### src/logic/exec_defs.vh
// offsets, field positions, encodings and reset values for the status word / lock / string unit
`ifndef EXEC_DEFS_VH
`define EXEC_DEFS_VH

// ==========================================================================
// register byte offsets on the bus
`define OFS_CMD      8'h00
`define OFS_MCR      8'h04
`define OFS_MODE     8'h08
`define OFS_SIDX     8'h0C
`define OFS_CNT      8'h10
`define OFS_ACC      8'h14
`define OFS_DBASE    8'h18
`define OFS_OBASE    8'h1C
`define OFS_STATUS   8'h20

// ==========================================================================
// command word fields
`define CMD_OP_HI    2
`define CMD_LOCK     8
`define CMD_REP      9
`define CMD_OPS16    10
`define CMD_ADR16    11
`define CMD_MEMOP    12
`define CMD_SEGOVR   13
`define CMD_SRC_LSB  16

// operation classes in the command op field
`define OP_LOAD_STATUS_WORD_OP      3'h0
`define OP_STRING_LOAD_BYTE_OP     3'h1
`define OP_LODSX     3'h2
`define OP_SWAP      3'h3
`define OP_RMW       3'h4

// ==========================================================================
// mode register fields
`define MODE_CPL_LSB 0
`define MODE_V86     2
`define MODE_DIR     3
`define MODE_NULLSEL 4

// ==========================================================================
// fault flag positions, status positions
`define FLT_GP       0
`define FLT_SS       1
`define FLT_PF       2
`define FLT_UD       3
`define FLT_ECODE    4
`define ST_BUSY      5
`define ST_LOCK      6

// ==========================================================================
// widths, sizes, memory error codes, reset values
`define MSW_BITS     4
`define SZ_BYTE      2'h0
`define SZ_WORD      2'h1
`define SZ_DWORD     2'h2
`define ERR_NONE     2'h0
`define ERR_LIMIT    2'h1
`define ERR_STACK    2'h2
`define ERR_PAGE     2'h3
`define MCR_RESET    32'h00000000

`endif

### src/logic/index_stepper.v
// source index stepper for string loads
`timescale 1ns/1ps
`include "exec_defs.vh"

module index_stepper
(
    input  wire [31:0] idx,
    input  wire [1:0]  size,
    input  wire        dir,
    input  wire        adr16,
    output wire [31:0] idx_next
);

    // ==========================================================================
    // step of 1, 2 or 4; 16-bit addressing wraps inside the low half
    wire [31:0] step = (size == `SZ_BYTE) ? 32'h00000001 :
                       (size == `SZ_WORD) ? 32'h00000002 : 32'h00000004;
    wire [31:0] sum  = dir ? (idx - step) : (idx + step);

    assign idx_next = adr16 ? {idx[31:16], sum[15:0]} : sum;

endmodule

### src/logic/fault_encoder.v
// maps memory errors and selector checks onto fault flags
`timescale 1ns/1ps
`include "exec_defs.vh"

module fault_encoder
(
    input  wire [1:0] err,
    input  wire       null_sel,
    input  wire       with_code,
    output wire [4:0] fault
);

    // ==========================================================================
    // limit or null selector give gp, stack limit gives ss, paging gives pf
    wire gp = (err == `ERR_LIMIT) | null_sel;
    wire ss = (err == `ERR_STACK);
    wire pf = (err == `ERR_PAGE);

    // real mode pushes no error code, so the code flag stays low there
    assign fault = {(gp | ss | pf) & with_code, 1'b0, pf, ss, gp};

endmodule

### src/logic/status_word_lock_string_load_exec.v
// execution unit for status word load, locked read-modify-write and string load
//
// How it works
// - status word load copies source bits 1..3 into control bits 1..3 and ORs source bit 0 into bit 0
// - status word load leaves all higher control bits untouched
// - status word load ignores the operand size
// - source bit 0 set turns on protected mode
// - protected mode flag is sticky, status word load never clears it
// - in protected or v86 mode only privilege 0 may load; else gp zero
// - status word load drains earlier work and stalls later commands
// - protected memory source faults: limit/null gp, stack ss, paging pf
// - real mode limit fault gives gp without error code
// - lock prefix holds the bus lock pin through the whole instruction
// - while locked, this unit alone owns shared memory
// - lock only on memory forms of read-modify-write ops, else undefined
// - swap always asserts the bus lock pin
// - locking holds whatever the operand alignment
// - prefixed instruction still raises its own faults beside undefined
// - opcode ac loads a byte, ad a word or dword by operand size
// - string load reads data segment at 32 or 16-bit index, override allowed
// - index increments when direction is 0, decrements when 1
// - index step is 1, 2 or 4 by element size
// - with iterate prefix the load repeats count times
`timescale 1ns/1ps
`include "exec_defs.vh"

module status_word_lock_string_load_exec
#(
    parameter AW = 8
)
(
    input  wire          clk_sys,
    input  wire          rst,
    input  wire          ce,
    // ahb-lite slave
    input  wire          hsel,
    input  wire [AW-1:0] haddr,
    input  wire [1:0]    htrans,
    input  wire          hwrite,
    input  wire [2:0]    hsize,
    input  wire [31:0]   hwdata,
    input  wire          hready,
    output reg  [31:0]   hrdata,
    output reg           hreadyout,
    output reg           hresp,
    // shared memory port
    output reg           mem_req,
    output reg           mem_write,
    output reg  [31:0]   mem_addr,
    output reg  [1:0]    mem_size,
    output reg  [31:0]   mem_wdata,
    input  wire          mem_ack,
    input  wire [31:0]   mem_rdata,
    input  wire [1:0]    mem_err,
    output reg           bus_lock_pin,
    // core side
    output reg           pipe_flush,
    output reg  [4:0]    fault_flags
);

    // ==========================================================================
    // one-hot states
    localparam [3:0] S_IDLE = 4'b0001;
    localparam [3:0] S_SER  = 4'b0010;
    localparam [3:0] S_RD   = 4'b0100;
    localparam [3:0] S_WR   = 4'b1000;

    reg [3:0]    state_q;
    reg [31:0]   mcr_q;
    reg [4:0]    mode_q;
    reg [31:0]   sidx_q;
    reg [31:0]   cnt_q;
    reg [31:0]   acc_q;
    reg [31:0]   dbase_q;
    reg [31:0]   obase_q;
    reg [31:0]   cmd_q;
    reg          ahb_wr_q;
    reg [AW-1:0] ahb_addr_q;
    reg [4:0]    fault_d;
    reg [31:0]   rd_mux;

    // ==========================================================================
    // bus address phase decode
    wire       ap_valid = hsel & hready & htrans[1];
    wire [AW-1:0] ap_word = {haddr[AW-1:2], 2'b00};
    wire [AW-1:0] dp_word = {ahb_addr_q[AW-1:2], 2'b00};
    wire [7:0]    ap_ofs  = ap_word[7:0];
    wire [7:0]    dp_ofs  = dp_word[7:0];
    wire       wr_any   = ahb_wr_q;

    // ==========================================================================
    // command decode, taken from the write data in the data phase
    wire       is_idle  = state_q[0];
    wire       cmd_go   = wr_any & (dp_ofs == `OFS_CMD) & is_idle;
    wire [2:0] n_op     = hwdata[`CMD_OP_HI:0];
    wire       n_lock   = hwdata[`CMD_LOCK];
    wire       n_memop  = hwdata[`CMD_MEMOP];
    wire       prot     = mcr_q[0];
    wire       v86      = mode_q[`MODE_V86];
    wire [1:0] current_privilege      = mode_q[`MODE_CPL_LSB +: 2];
    wire       with_code = prot | v86;

    // lock is legal only on a memory form of a read-modify-write class
    wire lock_ok  = n_memop & ((n_op == `OP_SWAP) | (n_op == `OP_RMW));
    wire ud_bad   = n_lock & ~lock_ok;
    wire priv_bad = (n_op == `OP_LOAD_STATUS_WORD_OP) & with_code & (current_privilege != 2'h0);
    wire n_mem    = n_memop | (n_op == `OP_STRING_LOAD_BYTE_OP) | (n_op == `OP_LODSX);
    wire null_bad = cmd_go & n_mem & prot & mode_q[`MODE_NULLSEL];

    // fields of the command in flight
    wire [2:0] c_op   = cmd_q[`CMD_OP_HI:0];
    wire       c_rep  = cmd_q[`CMD_REP];
    wire       c_a16  = cmd_q[`CMD_ADR16];
    wire       c_ovr  = cmd_q[`CMD_SEGOVR];

    // element size: operand size matters for ad and rmw, never for ac or load_status_word_op
    wire [1:0] n_size = (n_op == `OP_STRING_LOAD_BYTE_OP) ? `SZ_BYTE :
                        (n_op == `OP_LOAD_STATUS_WORD_OP)  ? `SZ_WORD :
                        hwdata[`CMD_OPS16]  ? `SZ_WORD : `SZ_DWORD;

    // ==========================================================================
    // effective source address: data segment or its override, 16/32-bit index
    wire        a16_sel   = is_idle ? hwdata[`CMD_ADR16] : c_a16;
    wire        ovr_sel   = is_idle ? hwdata[`CMD_SEGOVR] : c_ovr;
    wire [31:0] base_sel  = ovr_sel ? obase_q : dbase_q;
    wire [31:0] idx_next;
    wire [31:0] eff_cur   = a16_sel ? {16'h0000, sidx_q[15:0]} : sidx_q;
    wire [31:0] eff_nxt   = a16_sel ? {16'h0000, idx_next[15:0]} : idx_next;
    wire [31:0] addr_cur  = base_sel + eff_cur;
    wire [31:0] addr_nxt  = base_sel + eff_nxt;

    index_stepper u_step
    (
        .idx      (sidx_q),
        .size     (mem_size),
        .dir      (mode_q[`MODE_DIR]),
        .adr16    (c_a16),
        .idx_next (idx_next)
    );

    // ==========================================================================
    // memory and selector fault mapping
    wire       mem_done = (state_q[2] | state_q[3]) & mem_req & mem_ack;
    wire [1:0] err_in   = mem_done ? mem_err : `ERR_NONE;
    wire       err_hit  = mem_done & (mem_err != `ERR_NONE);
    wire [4:0] mem_flt;

    fault_encoder u_flt
    (
        .err       (err_in),
        .null_sel  (null_bad),
        .with_code (with_code),
        .fault     (mem_flt)
    );

    // ==========================================================================
    // fault flags: set wins over a write-one clear in the same cycle
    wire [4:0] flt_clr = (wr_any & (dp_ofs == `OFS_STATUS)) ? hwdata[4:0] : 5'h00;
    wire       own_gp  = cmd_go & priv_bad;
    always @*
    begin
        fault_d = fault_flags & ~flt_clr;
        fault_d = fault_d | mem_flt;
        // both the lock misuse and the op's own fault may be flagged
        if (cmd_go & ud_bad)
            fault_d[`FLT_UD] = 1'b1;
        if (own_gp)
        begin
            fault_d[`FLT_GP]    = 1'b1;
            fault_d[`FLT_ECODE] = 1'b1;
        end
    end

    // ==========================================================================
    // read mux for the register window, unmapped reads give zero
    always @*
    begin
        case (ap_ofs)
            `OFS_CMD:    rd_mux = cmd_q;
            `OFS_MCR:    rd_mux = mcr_q;
            `OFS_MODE:   rd_mux = {27'h0000000, mode_q};
            `OFS_SIDX:   rd_mux = sidx_q;
            `OFS_CNT:    rd_mux = cnt_q;
            `OFS_ACC:    rd_mux = acc_q;
            `OFS_DBASE:  rd_mux = dbase_q;
            `OFS_OBASE:  rd_mux = obase_q;
            `OFS_STATUS: rd_mux = {25'h0000000, bus_lock_pin, ~is_idle, fault_flags};
            default:     rd_mux = 32'h00000000;
        endcase
    end

    // ==========================================================================
    // bus slave: zero wait states, read data registered at the address phase
    always @(posedge clk_sys)
    begin
        if (rst)
        begin
            hrdata     <= 32'h00000000;
            hreadyout  <= 1'b1;
            hresp      <= 1'b0;
            ahb_wr_q   <= 1'b0;
            ahb_addr_q <= {AW{1'b0}};
        end
        else if (ce)
        begin
            ahb_wr_q   <= ap_valid & hwrite;
            ahb_addr_q <= haddr;
            if (ap_valid & ~hwrite)
                hrdata <= rd_mux;
        end
    end

    // ==========================================================================
    // execution sequencer and architectural registers
    always @(posedge clk_sys)
    begin
        if (rst)
        begin
            state_q      <= S_IDLE;
            mcr_q        <= `MCR_RESET;
            mode_q       <= 5'h00;
            sidx_q       <= 32'h00000000;
            cnt_q        <= 32'h00000000;
            acc_q        <= 32'h00000000;
            dbase_q      <= 32'h00000000;
            obase_q      <= 32'h00000000;
            cmd_q        <= 32'h00000000;
            mem_req      <= 1'b0;
            mem_write    <= 1'b0;
            mem_addr     <= 32'h00000000;
            mem_size     <= `SZ_BYTE;
            mem_wdata    <= 32'h00000000;
            bus_lock_pin <= 1'b0;
            pipe_flush   <= 1'b0;
            fault_flags  <= 5'h00;
        end
        else if (ce)
        begin
            pipe_flush  <= 1'b0;
            fault_flags <= fault_d;
            // software writes; the sequencer below overrides while busy
            if (wr_any)
            begin
                case (dp_ofs)
                    `OFS_MCR:   mcr_q[31:`MSW_BITS] <= hwdata[31:`MSW_BITS];
                    `OFS_MODE:  mode_q  <= hwdata[4:0];
                    `OFS_SIDX:  sidx_q  <= hwdata;
                    `OFS_CNT:   cnt_q   <= hwdata;
                    `OFS_ACC:   acc_q   <= hwdata;
                    `OFS_DBASE: dbase_q <= hwdata;
                    `OFS_OBASE: obase_q <= hwdata;
                    default:    mcr_q   <= mcr_q;
                endcase
            end
            case (state_q)
                S_IDLE:
                begin
                    // commands are only taken here, so nothing overtakes a drain
                    if (cmd_go)
                    begin
                        cmd_q    <= hwdata;
                        mem_size <= n_size;
                        mem_addr <= addr_cur;
                        if (~(ud_bad | priv_bad | null_bad))
                        begin
                            case (n_op)
                                `OP_LOAD_STATUS_WORD_OP:
                                begin
                                    state_q    <= S_SER;
                                    pipe_flush <= 1'b1;
                                end
                                `OP_STRING_LOAD_BYTE_OP, `OP_LODSX:
                                begin
                                    // zero count with iterate prefix moves nothing
                                    if (~(hwdata[`CMD_REP] & (cnt_q == 32'h00000000)))
                                    begin
                                        state_q <= S_RD;
                                        mem_req <= 1'b1;
                                    end
                                end
                                `OP_SWAP, `OP_RMW:
                                begin
                                    state_q <= S_RD;
                                    mem_req <= 1'b1;
                                    // one lock span covers split accesses too
                                    bus_lock_pin <= (n_op == `OP_SWAP) | n_lock;
                                end
                                default:
                                    state_q <= S_IDLE;
                            endcase
                        end
                    end
                end
                S_SER:
                begin
                    // earlier work is drained; now either fetch or apply
                    if (cmd_q[`CMD_MEMOP])
                    begin
                        state_q <= S_RD;
                        mem_req <= 1'b1;
                    end
                    else
                    begin
                        mcr_q[3:1] <= cmd_q[`CMD_SRC_LSB+1 +: 3];
                        mcr_q[0]   <= mcr_q[0] | cmd_q[`CMD_SRC_LSB];
                        state_q    <= S_IDLE;
                    end
                end
                S_RD:
                begin
                    if (mem_ack)
                    begin
                        mem_req <= 1'b0;
                        if (err_hit)
                        begin
                            bus_lock_pin <= 1'b0;
                            state_q      <= S_IDLE;
                        end
                        else
                        begin
                            case (c_op)
                                `OP_LOAD_STATUS_WORD_OP:
                                begin
                                    mcr_q[3:1] <= mem_rdata[3:1];
                                    mcr_q[0]   <= mcr_q[0] | mem_rdata[0];
                                    state_q    <= S_IDLE;
                                end
                                `OP_STRING_LOAD_BYTE_OP, `OP_LODSX:
                                begin
                                    if (mem_size == `SZ_BYTE)
                                        acc_q[7:0] <= mem_rdata[7:0];
                                    else if (mem_size == `SZ_WORD)
                                        acc_q[15:0] <= mem_rdata[15:0];
                                    else
                                        acc_q <= mem_rdata;
                                    sidx_q <= idx_next;
                                    if (c_rep)
                                        cnt_q <= cnt_q - 32'h00000001;
                                    // another element while the count lasts
                                    if (c_rep & (cnt_q != 32'h00000001))
                                    begin
                                        mem_req  <= 1'b1;
                                        mem_addr <= addr_nxt;
                                    end
                                    else
                                        state_q <= S_IDLE;
                                end
                                `OP_SWAP:
                                begin
                                    acc_q     <= mem_rdata;
                                    mem_wdata <= acc_q;
                                    mem_write <= 1'b1;
                                    mem_req   <= 1'b1;
                                    state_q   <= S_WR;
                                end
                                default:
                                begin
                                    // bit-set style update of the read value
                                    mem_wdata <= mem_rdata | acc_q;
                                    mem_write <= 1'b1;
                                    mem_req   <= 1'b1;
                                    state_q   <= S_WR;
                                end
                            endcase
                        end
                    end
                end
                S_WR:
                begin
                    if (mem_ack)
                    begin
                        mem_req      <= 1'b0;
                        mem_write    <= 1'b0;
                        bus_lock_pin <= 1'b0;
                        state_q      <= S_IDLE;
                    end
                end
                default:
                    state_q <= S_IDLE;
            endcase
        end
    end

endmodule

### config.mk
export PLATFORM = sky130hd
export DESIGN_NAME = status_word_lock_string_load_exec
export DESIGN_NICKNAME = d
export VERILOG_FILES = /design/src/logic/index_stepper.v /design/src/logic/fault_encoder.v /design/src/logic/status_word_lock_string_load_exec.v
export VERILOG_INCLUDE_DIRS = /design/src /design/src/logic
export SDC_FILE = /design/constraint.sdc
export NUM_CORES = 1
export LEC_CHECK = 0
export ABC_AREA = 1
export BUFFER_PORTS_ARGS = -buffer_cell sky130_fd_sc_hd__buf_4
export CAP_MARGIN = 20
export CORE_UTILIZATION = 45
export CTS_CLUSTER_SIZE = 20
export DETAILED_ROUTE_END_ITERATION = 8
export PLACE_DENSITY = 0.67
export SLEW_MARGIN = 20
export SYNTH_ARGS = -nofsm -noshare
export SYNTH_HDL_FRONTEND = slang
export SYNTH_HIERARCHICAL = 1
export SYNTH_SLANG_ARGS = --single-unit
### constraint.sdc
create_clock -name clk_sys -period 8.6 [get_ports clk_sys]
set_input_delay 0 -clock clk_sys [delete_from_list [all_inputs] [get_ports clk_sys]]
set_output_delay 0 -clock clk_sys [all_outputs]
set_load 0.01 [all_outputs]
# Word-level counts from Yosys, hierarchy flattened
# Index checks and enable logic that the tools add are counted.
[op_classes] addsub=5 eq_ne=46 mux=87 bitwise=44 reduce_logical=28
[op_table] cell="32-bit two-way mux" count=29
[op_table] cell="32-bit one-hot mux with 9 select lines" count=1
[op_table] cell="32-bit one-hot mux with 2 select lines" count=3
[op_table] cell="32-bit adder" count=3
[op_table] cell="6-bit by 3-bit equality test with 1-bit output (second input constant)" count=8
[op_table] cell="4-bit two-way mux" count=11
[op_table] cell="32-bit logical NOT" count=1
[op_table] cell="32-bit by 1-bit != test with 1-bit output (second input constant)" count=1
[op_table] cell="32-bit OR" count=1
[op_table] cell="32-bit by 1-bit subtractor with 32-bit output (second input constant)" count=1
[op_table] cell="32-bit subtractor" count=1
[op_table] cell="1-bit two-way mux" count=25
[op_table] cell="6-bit by 2-bit equality test with 1-bit output (second input constant)" count=4
[op_table] cell="24-bit two-way mux" count=1
[op_table] cell="1-bit AND" count=22
[op_table] cell="2-bit != test (second input constant)" count=10
[op_table] cell="8-bit logical NOT" count=2
[op_table] cell="16-bit two-way mux" count=1
[op_table] cell="4-bit one-hot mux with 2 select lines" count=2
[op_table] cell="4-bit one-hot mux with 4 select lines" count=1
[op_table] cell="3-bit AND reduction" count=5
[op_table] cell="7-bit AND reduction" count=2
[op_table] cell="1-bit OR" count=13
[op_table] cell="3-bit by 2-bit equality test with 1-bit output (second input constant)" count=4
[op_table] cell="37 further kinds" count=58
[totals] register_bits=349 out_inout_bits=109 word_cells=231

# Logic depth before layout (Yosys ltp)
# Gate-level depths: netlist of run 1.
[logic_depth] ltp_word=13 ltp_mapped=31 depth_no_buf=31

# Cells and area by module
# The synthesis of run 1 kept the hierarchy.
[by_module_without_submodules] mod="status_word_lock_string_load_exec" instances=1 cells_each=3343 area_each_um2=20951.3 seq_area_each_um2=6946.7
[by_module_without_submodules] mod="index_stepper" instances=1 cells_each=554 area_each_um2=2633.8 seq_area_each_um2=0.0
[by_module_without_submodules] mod="fault_encoder" instances=1 cells_each=15 area_each_um2=80.1 seq_area_each_um2=0.0

# Worst setup path before layout of run 1
# Ideal clock, no wire load.
[synth_path] kind="reg2reg" start="register mode_q[3]" end="register mem_addr[30]" arrival_time_ns=3.676 slack_ns=4.815 stages_incl_launch_ff=28 path_buffers=0 period_less_slack_ns=3.785 path_cell_list="dfxtp_1 -> inv_1 -> nor2_1 -> nor2_1 -> fa_1 -> inv_1 -> nand3_1 -> nand3_1 -> nand3_1 -> nand3_1 -> nand2_1 -> nand2_1 -> nand2_1 -> nand3_1 -> nand2_1 -> o21ai_0 -> a21oi_1 -> ha_1 -> nand2_1 -> nor2_1 -> inv_1 -> nor2_1 -> and3_1 -> nand2_1 -> nand3_1 -> nand3_1 -> nand2_1 -> inv_1"
[synth_between] elab_chain_cells=9
[synth_lines] element="start, declared" line="status_word_lock_string_load_exec.v:70" rtl="reg [4:0] mode_q;"
[synth_lines] element="start signal, assigned" line="status_word_lock_string_load_exec.v:246" rtl="`OFS_MODE: mode_q <= hwdata[4:0];"
[synth_lines] element="32-bit two-way mux" line="index_stepper.v:18" rtl="wire [31:0] sum = dir ? (idx - step) : (idx + step);"
[synth_lines] element="32-bit two-way mux" line="index_stepper.v:20" rtl="assign idx_next = adr16 ? {idx[31:16], sum[15:0]} : sum;"
[synth_lines] element="net idx_next[20]" line="status_word_lock_string_load_exec.v:126" rtl="wire [31:0] idx_next;"
[synth_lines] element="32-bit two-way mux" line="status_word_lock_string_load_exec.v:128" rtl="wire [31:0] eff_nxt = a16_sel ? {16'h0000, idx_next[15:0]} : idx_next;"
[synth_lines] element="32-bit adder" line="status_word_lock_string_load_exec.v:130" rtl="wire [31:0] addr_nxt = base_sel + eff_nxt;"
[synth_lines] element="32-bit two-way mux" line="status_word_lock_string_load_exec.v:340" rtl="if (c_rep & (cnt_q != 32'h00000001))"
[synth_lines] element="32-bit two-way mux" line="status_word_lock_string_load_exec.v:321" rtl="case (c_op)"
[synth_lines] element="32-bit two-way mux" line="status_word_lock_string_load_exec.v:314" rtl="if (err_hit)"
[synth_lines] element="32-bit two-way mux" line="status_word_lock_string_load_exec.v:311" rtl="if (mem_ack)"
[synth_lines] element="32-bit one-hot mux with 2 select lines" line="status_word_lock_string_load_exec.v:255" rtl="case (state_q)"
[synth_lines] element="end signal, assigned" line="status_word_lock_string_load_exec.v:263" rtl="mem_addr <= addr_cur;"
[synth_lines] element="end signal, assigned" line="status_word_lock_string_load_exec.v:343" rtl="mem_addr <= addr_nxt;"
[synth_lines] element="end, declared" line="status_word_lock_string_load_exec.v:49" rtl="output reg [31:0] mem_addr,"
# The timed path passes the listed nets, and every way through them passes these cells. The select of a mux whose other input is x is not followed.
# A chain may end at the register's enable or synchronous reset.

# Worst setup path in the final report of run 1
[layout_path] start="register mem_size[0]" end="register mem_addr[29]"
[layout_between] elab_chain_cells=13 word_cells_on_any_way=15
[layout_lines] element="start, declared" line="status_word_lock_string_load_exec.v:50" rtl="output reg [1:0] mem_size,"
[layout_lines] element="start signal, assigned" line="status_word_lock_string_load_exec.v:231" rtl="mem_size <= `SZ_BYTE;"
[layout_lines] element="start signal, assigned" line="status_word_lock_string_load_exec.v:262" rtl="mem_size <= n_size;"
[layout_lines] element="2-bit by 1-bit equality test with 1-bit output (no line)"
[layout_lines] element="3-bit two-way mux" line="index_stepper.v:17" rtl="(size == `SZ_WORD) ? 32'h00000002 : 32'h00000004;"
[layout_lines] element="32-bit two-way mux *" line="index_stepper.v:16" rtl="wire [31:0] step = (size == `SZ_BYTE) ? 32'h00000001 :"
[layout_lines] element="32-bit adder / 32-bit subtractor (equally long branches)" line="index_stepper.v:18"
[layout_lines] element="32-bit two-way mux *" line="index_stepper.v:18"
[layout_lines] element="32-bit two-way mux *" line="index_stepper.v:20"
[layout_lines] element="net idx_next[20]" line="status_word_lock_string_load_exec.v:126"
[layout_lines] element="32-bit two-way mux *" line="status_word_lock_string_load_exec.v:128"
[layout_lines] element="32-bit adder *" line="status_word_lock_string_load_exec.v:130"
[layout_lines] element="32-bit two-way mux *" line="status_word_lock_string_load_exec.v:340"
[layout_lines] element="32-bit two-way mux *" line="status_word_lock_string_load_exec.v:321"
[layout_lines] element="32-bit two-way mux *" line="status_word_lock_string_load_exec.v:314"
[layout_lines] element="32-bit two-way mux *" line="status_word_lock_string_load_exec.v:311"
[layout_lines] element="32-bit one-hot mux with 2 select lines *" line="status_word_lock_string_load_exec.v:255"
# Mark *: on every way through the listed nets, which the timed path passes. The rest lies on a longest branch. The select of a mux whose other input is x is not followed.

==> flow_metrics.tcl, run 1 <==
set metrics [dict create \
    run_status "finished clean" \
    cts_tree "done" \
    p_per_area_nw_per_um2 146 \
    drv_cap 0 \
    peakVddDrop_mv 0.137 \
    criticalPathCategory "register to register" \
    wl_per_cell_um 20.1 \
    synth_area_leaders "dfxtp_1 (29%), nand2_1 (17%), a21oi_1 (9.5%)" \
    rr_worst_depth 25 \
    final_hold_viol_count 0 \
    rsz0062_at_grt "no" \
    post-route-period-util 0.537 \
    ys_ff_latch 347 \
    yosysUniqueCellTypes 50 \
    syn_area_um2 23700 \
    ys.flop_type "dfxtp_1" \
    io_pins 195 \
    drive_above_1_share 0.0898 \
    async_flop_share 0 \
    max_slew_margin 0.256 \
    antenna_found_initial 2 \
    p_total_w 0.00406 \
    crit_start "mem_size[0]" \
    finalSetupViolations 0 \
    grt_usage 0.351 \
    grt_max_degree 113 \
    synth_top_area_share 0.294 \
    placed_cell_area_um2 25300 \
    clock.fmax_mhz 216 \
    grt_pass1_vias 23558 \
    postRouteAntennaNets 0 \
    netlist_instances 3912 \
    end_kind "register" \
    hp-class "primary input to register" \
    r2r_slack_ns 3.98 \
    multi_input_area_um2 13700 \
    fin_util 0.538 \
    coreArea_um2 51600 \
    cts_setup_buffers 0 \
    overflow 0 \
    fill_cells 5283 \
    crit_path_start_kind "register" \
    clockBufferDepth 3 \
    fin_setup_tns_ns 0 \
    hpwl_mm 71.5 \
    crit_end "mem_addr[29]" \
    first_pass_iters 6 \
    clock-skew-final_ns 0.0214 \
    yosysTopAreaCell "dfxtp_1" \
    insertion_delay_ns 0.57 \
    ys_seq_area_frac 0.294 \
    drt_iter0_markers 3124 \
    grt_pass1_wl_mm 143 \
    drc 0 \
    via_per_inst 5.53 \
    finalCriticalPeriod_ns 4.62 \
    numCtsBuffers 39 \
    worstReg2RegStart "mem_size[0]" \
    row_count 83 \
    drv_slew 0 \
    die-area_um2 53500 \
    drt-total-wl_mm 96.4 \
    p_leak_nw 12.5 \
    syn_avg_cell_area_um2 6.05 \
    num_vias 26522 \
    cts-root-buf "clkbuf_16" \
    die_x_um 231 \
    numClockSinks 347 \
    final_area_um2 27800 \
    io_buffers 186 \
    seq_area_um2 6950 \
    area_growth_pct 17.3 \
    r2r-end "mem_addr[29]" \
    cp.arrival_ns 5.08 \
    synth_edf_count 0 \
    critPathRequiredTime_ns 9.06 \
    die_height_um 231 \
    path_max_fanout 5 \
    yosysWarnings 6 \
    gp_congestion 1.03 \
    final_common_cell "nand2_1" \
    start_util 0.459 \
    layout_common_cells "nand2_1 (1055), inv_1 (556), a21oi_1 (450)" \
    fin_nets 4236 \
    worst_pin_slew_ns 1.12 \
    cts_max_level 2 \
    clkSlewWorstSetupHoldPaths_ns 0.07 \
    syn-num-nets 4064 \
]
==> sequential cells by signal (all words and copies together) (netlist names), 5 cells and up <==
signal	flops
mode_q	5
acc_q	32
hrdata	32
mcr_q	32
ahb_addr_q	6
sidx_q	32
obase_q	32
cmd_q	32
mem_addr	32
mem_wdata	32
dbase_q	32
fault_flags	5
cnt_q	32
==> cell families (layout without fill, tap and decap cells) <==
kind of cell,count (synthesis),after routing,synth area share
DFF,347,347,0.294
adders and majority gates,66,66,0.0355
xor gates and xnor gates,46,46,0.0170
other,3,6,0.000476
muxes,1,1,0.000476
and+or+nand+nor,1686,1686,0.298
buffers and inverters,763,962,0.127
AOI/OAI and AO/OA,1000,1000,0.228
==> critical path, cell delays in order, from the launching register on <==
cell	delay, ns
dfxtp_1	0.64
nor2_1	0.11
ha_1	0.30
fa_1	0.45
inv_1	0.12
nand3_1	0.07
nand3_1	0.15
nand3_1	0.10
nand3_1	0.18
nand2_1	0.10
nand2_1	0.07
nand2_1	0.04
nand3_1	0.07
nand2_1	0.10
o21ai_0	0.30
a21oi_1	0.08
ha_1	0.44
nand2_1	0.13
nor2_1	0.21
and3_1	0.27
and2_1	0.14
nand2_1	0.07
nand3_1	0.08
nand3_1	0.14
nand2_1	0.10
inv_1	0.04
==> cell type report <==
type / count / share of cell area
clock buffers: 54 / 0.0416
clock inverters: 14 / 0.00744
flip-flops and latches: 347 / 0.250
inverters: 575 / 0.0779
multi-input cells: 2802 / 0.495
well taps: 680 / 0.0306
repair buffers: 319 / 0.0966
diodes: 3 / 0.000270
==> cells in the mapped netlist (10+ instances only) <==
| cell type | number |
|---|---|
| o211ai_1 | 59 |
| nand3_1 | 193 |
| o22ai_1 | 43 |
| dfxtp_1 | 347 |
| o21ai_1 | 29 |
| a21oi_1 | 450 |
| nor2_1 | 295 |
| clkbuf_1 | 119 |
| nor2_2 | 21 |
| xor2_1 | 42 |
| o21ai_0 | 351 |
| nand4_1 | 24 |
| buf_2 | 42 |
| nor2_4 | 12 |
| a22oi_1 | 11 |
| ha_1 | 64 |
| buf_4 | 18 |
| nand3b_1 | 23 |
| inv_2 | 15 |
| nand2_2 | 21 |
| o21a_1 | 32 |
| inv_1 | 557 |
| nand2_1 | 1059 |
| nor3_1 | 20 |
| a31oi_1 | 10 |
==> power by group <==
part | total [W] | switching (W) | internal (W)
clock network | 0.00182 | 0.000737 | 0.00109
registers | 0.00168 | 0.0000320 | 0.00165
logic | 0.000556 | 0.000368 | 0.000188
==> routing by layer <==
metal | vias to the layer above | GRT usage | part of all wire
li1 | 12932 | - | -
met1 | 12035 | 0.458 | 0.41
met2 | 1302 | 0.532 | 0.43
met3 | 251 | 0.0605 | 0.096
met4 | 2 | 0.230 | 0.071
met5 | - | 0.0101 | 0.00074
==> worst min path at each step <==
stage | startpoint | endpoint | slack (ns) | cells after the start
4_1_cts | hready | hrdata[4] | 0.11 | 6
2_1_floorplan | hwrite | ahb_wr_q | 0.14 | 2
3_3_place_gp | hwrite | ahb_wr_q | 0.28 | 3
5_1_grt | hready | hrdata[0] | 0.17 | 6
6_report | hready | hrdata[4] | 0.12 | 6
3_5_place_dp | hwrite | ahb_wr_q | 0.28 | 3
==> through the flow <==
step	std cells	hold slack (ns)	setup WS (ns)
global route	4792	0.172	3.59
global placement	4615	0.278	4.18
CTS	4791	0.112	4.08
floorplan	3912	0.143	4.82
detailed placement	4616	0.282	4.13
finish	4794	0.115	3.98
==> timing repair <==
| item | CTS | global route |
|---|---|---|
| endpoints found under the hold margin | 247 | 0 |
| resized for setup | 0 | 0 |
| hold buffers | 107 | 0 |
| setup endpoints to repair | 0 | 0 |
Note: power is estimated with default switching activity, not from simulation.
==> inputs of run 2 (changes only) <==
Settings changed: PLACE_DENSITY 0.67 to 0.69.
Clock period 8.6 ns to 4.1 ns, I/O delays scaled along.
==> run 2 against run 1 <==
Sequential cell count is the same; via count up 1.4%; critical path depth fell by 1; routed wire length up 0.32%; largest power group unchanged.
==> flow_metrics.tcl, run 2 (same netlist as run 1, synthesis figures left out) <==
set metrics [dict create \
    min_delay_path_depth 6 \
    num_vias 26889 \
    first_pass_iters 6 \
    grt_pass1_wl_mm 145 \
    met1_usage 0.457 \
    drt-total-wl_mm 96.7 \
    r2r_slack_ns 0.30 \
    min_from "hready" \
    clkSlewWorstSetupHoldPaths_ns 0.06 \
    grt_usage 0.356 \
    run_status "finished clean" \
    gp_congestion 1.06 \
    critPathRequiredTime_ns 4.57 \
    p_per_area_nw_per_um2 309 \
    rsz0062_at_grt "yes" \
    coreArea_um2 51600 \
    grt_pass1_vias 24148 \
    wl_per_cell_um 20.0 \
    postRouteAntennaNets 0 \
    numClockSinks 347 \
    fill_cells 5218 \
    gr-usage-met3 0.0730 \
    post-place-ws_ns 0.145 \
    holdPathEnd "hrdata[3]" \
    rr_worst_depth 24 \
    cts_tree "done" \
    hpwl_mm 72.2 \
    start_util 0.459 \
    die_height_um 231 \
    layout_common_cells "nand2_1 (1057), inv_1 (555), a21oi_1 (450)" \
    io_buffers 186 \
    end_kind "register" \
    fin_ws_ns 0.304 \
    via_per_inst 5.55 \
    finalCriticalPeriod_ns 3.80 \
    p_total_w 0.00871 \
    worstReg2RegStart "mode_q[3]" \
    drv_slew 0 \
    fin_nets 4283 \
    grt_max_degree 103 \
    insertion_delay_ns 0.59 \
    drc 0 \
    whs_ns 0.0877 \
    met2_usage 0.545 \
    path_max_fanout 30 \
    clockBufferDepth 3 \
    grt.busiest_layer "met2" \
    cp.arrival_ns 4.27 \
    drive_above_1_share 0.105 \
    drt_iter0_markers 3299 \
    seq_area_um2 6950 \
    multi_input_area_um2 13800 \
    worst_pin_slew_ns 1.14 \
    max_slew_margin 0.233 \
    r2r-end "mem_addr[30]" \
    overflow 0 \
    die-area_um2 53500 \
    area_growth_pct 19.1 \
    crit_path_start_kind "register" \
    post-route-period-util 0.926 \
    final_hold_viol_count 0 \
    die_x_um 231 \
    cts_max_level 2 \
    row_count 83 \
    clock-skew-final_ns 0.0297 \
    clock.fmax_mhz 263 \
    io_pins 195 \
    drv_cap 0 \
    numCtsBuffers 39 \
    p_leak_nw 12.8 \
    final_common_cell "nand2_1" \
    criticalPathCategory "register to register" \
    antenna_found_initial 6 \
    fin_util 0.546 \
    cts-root-buf "clkbuf_16" \
    hp-class "primary input to register" \
    peakVddDrop_mv 0.282 \
    finalSetupViolations 0 \
]
-- run 2: cell count changes in the layout (fill, tap and decap cells not counted), moves of 3 or more --
| cell | previous run | this run |
|---|---|---|
| buf_4 | 211 | 264 |
| dlygate4sd3_1 | 107 | 100 |
| nor2_1 | 295 | 289 |
| nor2_2 | 21 | 27 |
| bufinv_16 | 5 | 8 |
-- run 2: routing by layer --
layer | share of wire | routed length, µm
met1 | 0.40 | 38300
met2 | 0.43 | 41600
met3 | 0.10 | 9990
met4 | 0.070 | 6730
met5 | 0.00049 | 47
-- run 2: cell type report --
class,instances,area share
inverter,575,0.0767
clock inverter,20,0.0114
antenna,1,0.0000888
sequential,347,0.246
timing repair buffer,366,0.107
tap,680,0.0302
multi-input combinational,2802,0.489
clock buffer,52,0.0392
-- run 2: timing repair --
action / 4_1_cts / 5_1_grt
setup endpoints to repair: 0 / 22
hold buffers: 100 / 0
hold endpoints to repair: 249 / 0
buffers inserted: 0 / 3
gates resized for setup: 0 / 15
-- run 2: worst max path at each step --
stage	start	to	slack, ns
floorplan	mode_q[3]	mem_addr[30]	0.32
global placement	sidx_q[0]	mem_addr[23]	0.23
detailed placement	sidx_q[0]	mem_addr[23]	0.15
CTS	sidx_q[0]	mem_addr[23]	0.1
global route	sidx_q[0]	mem_addr[29]	-0.04
finish	mode_q[3]	mem_addr[30]	0.30
-- run 2: critical path, cell delays in order (launching register included) --
cell     delay (ns)
dfxtp_1        0.34
buf_12         0.17
ha_2           0.40
nand2_2        0.11
nor2_1         0.18
nand3_1        0.10
nand3_1        0.20
nand2_1        0.13
nand3_1        0.09
nand2_1        0.05
nand3_1        0.07
nand2_1        0.11
o21ai_0        0.19
a21oi_1        0.07
ha_1           0.37
a21oi_1        0.33
nand2_1        0.14
nand2_1        0.08
nand2_1        0.05
a21oi_1        0.16
nand2_1        0.07
nand2_1        0.06
nand3_1        0.06
nand2_1        0.09
inv_1          0.04
-- run 2: metrics by stage --
step,setup TNS (ns),cell area [µm²],cells
2_1_floorplan,0,23700,3912
3_3_place_gp,0,25700,4667
3_5_place_dp,0,25700,4667
4_1_cts,0,28100,4839
5_1_grt,-0.0542,28200,4842
6_report,0,28200,4843
-- run 2: where the power goes --
group	switching (W)	internal, W
clock	0.00159	0.00241
sequential	0.0000689	0.00346
combinational	0.000773	0.000400
total	0.00244	0.00627
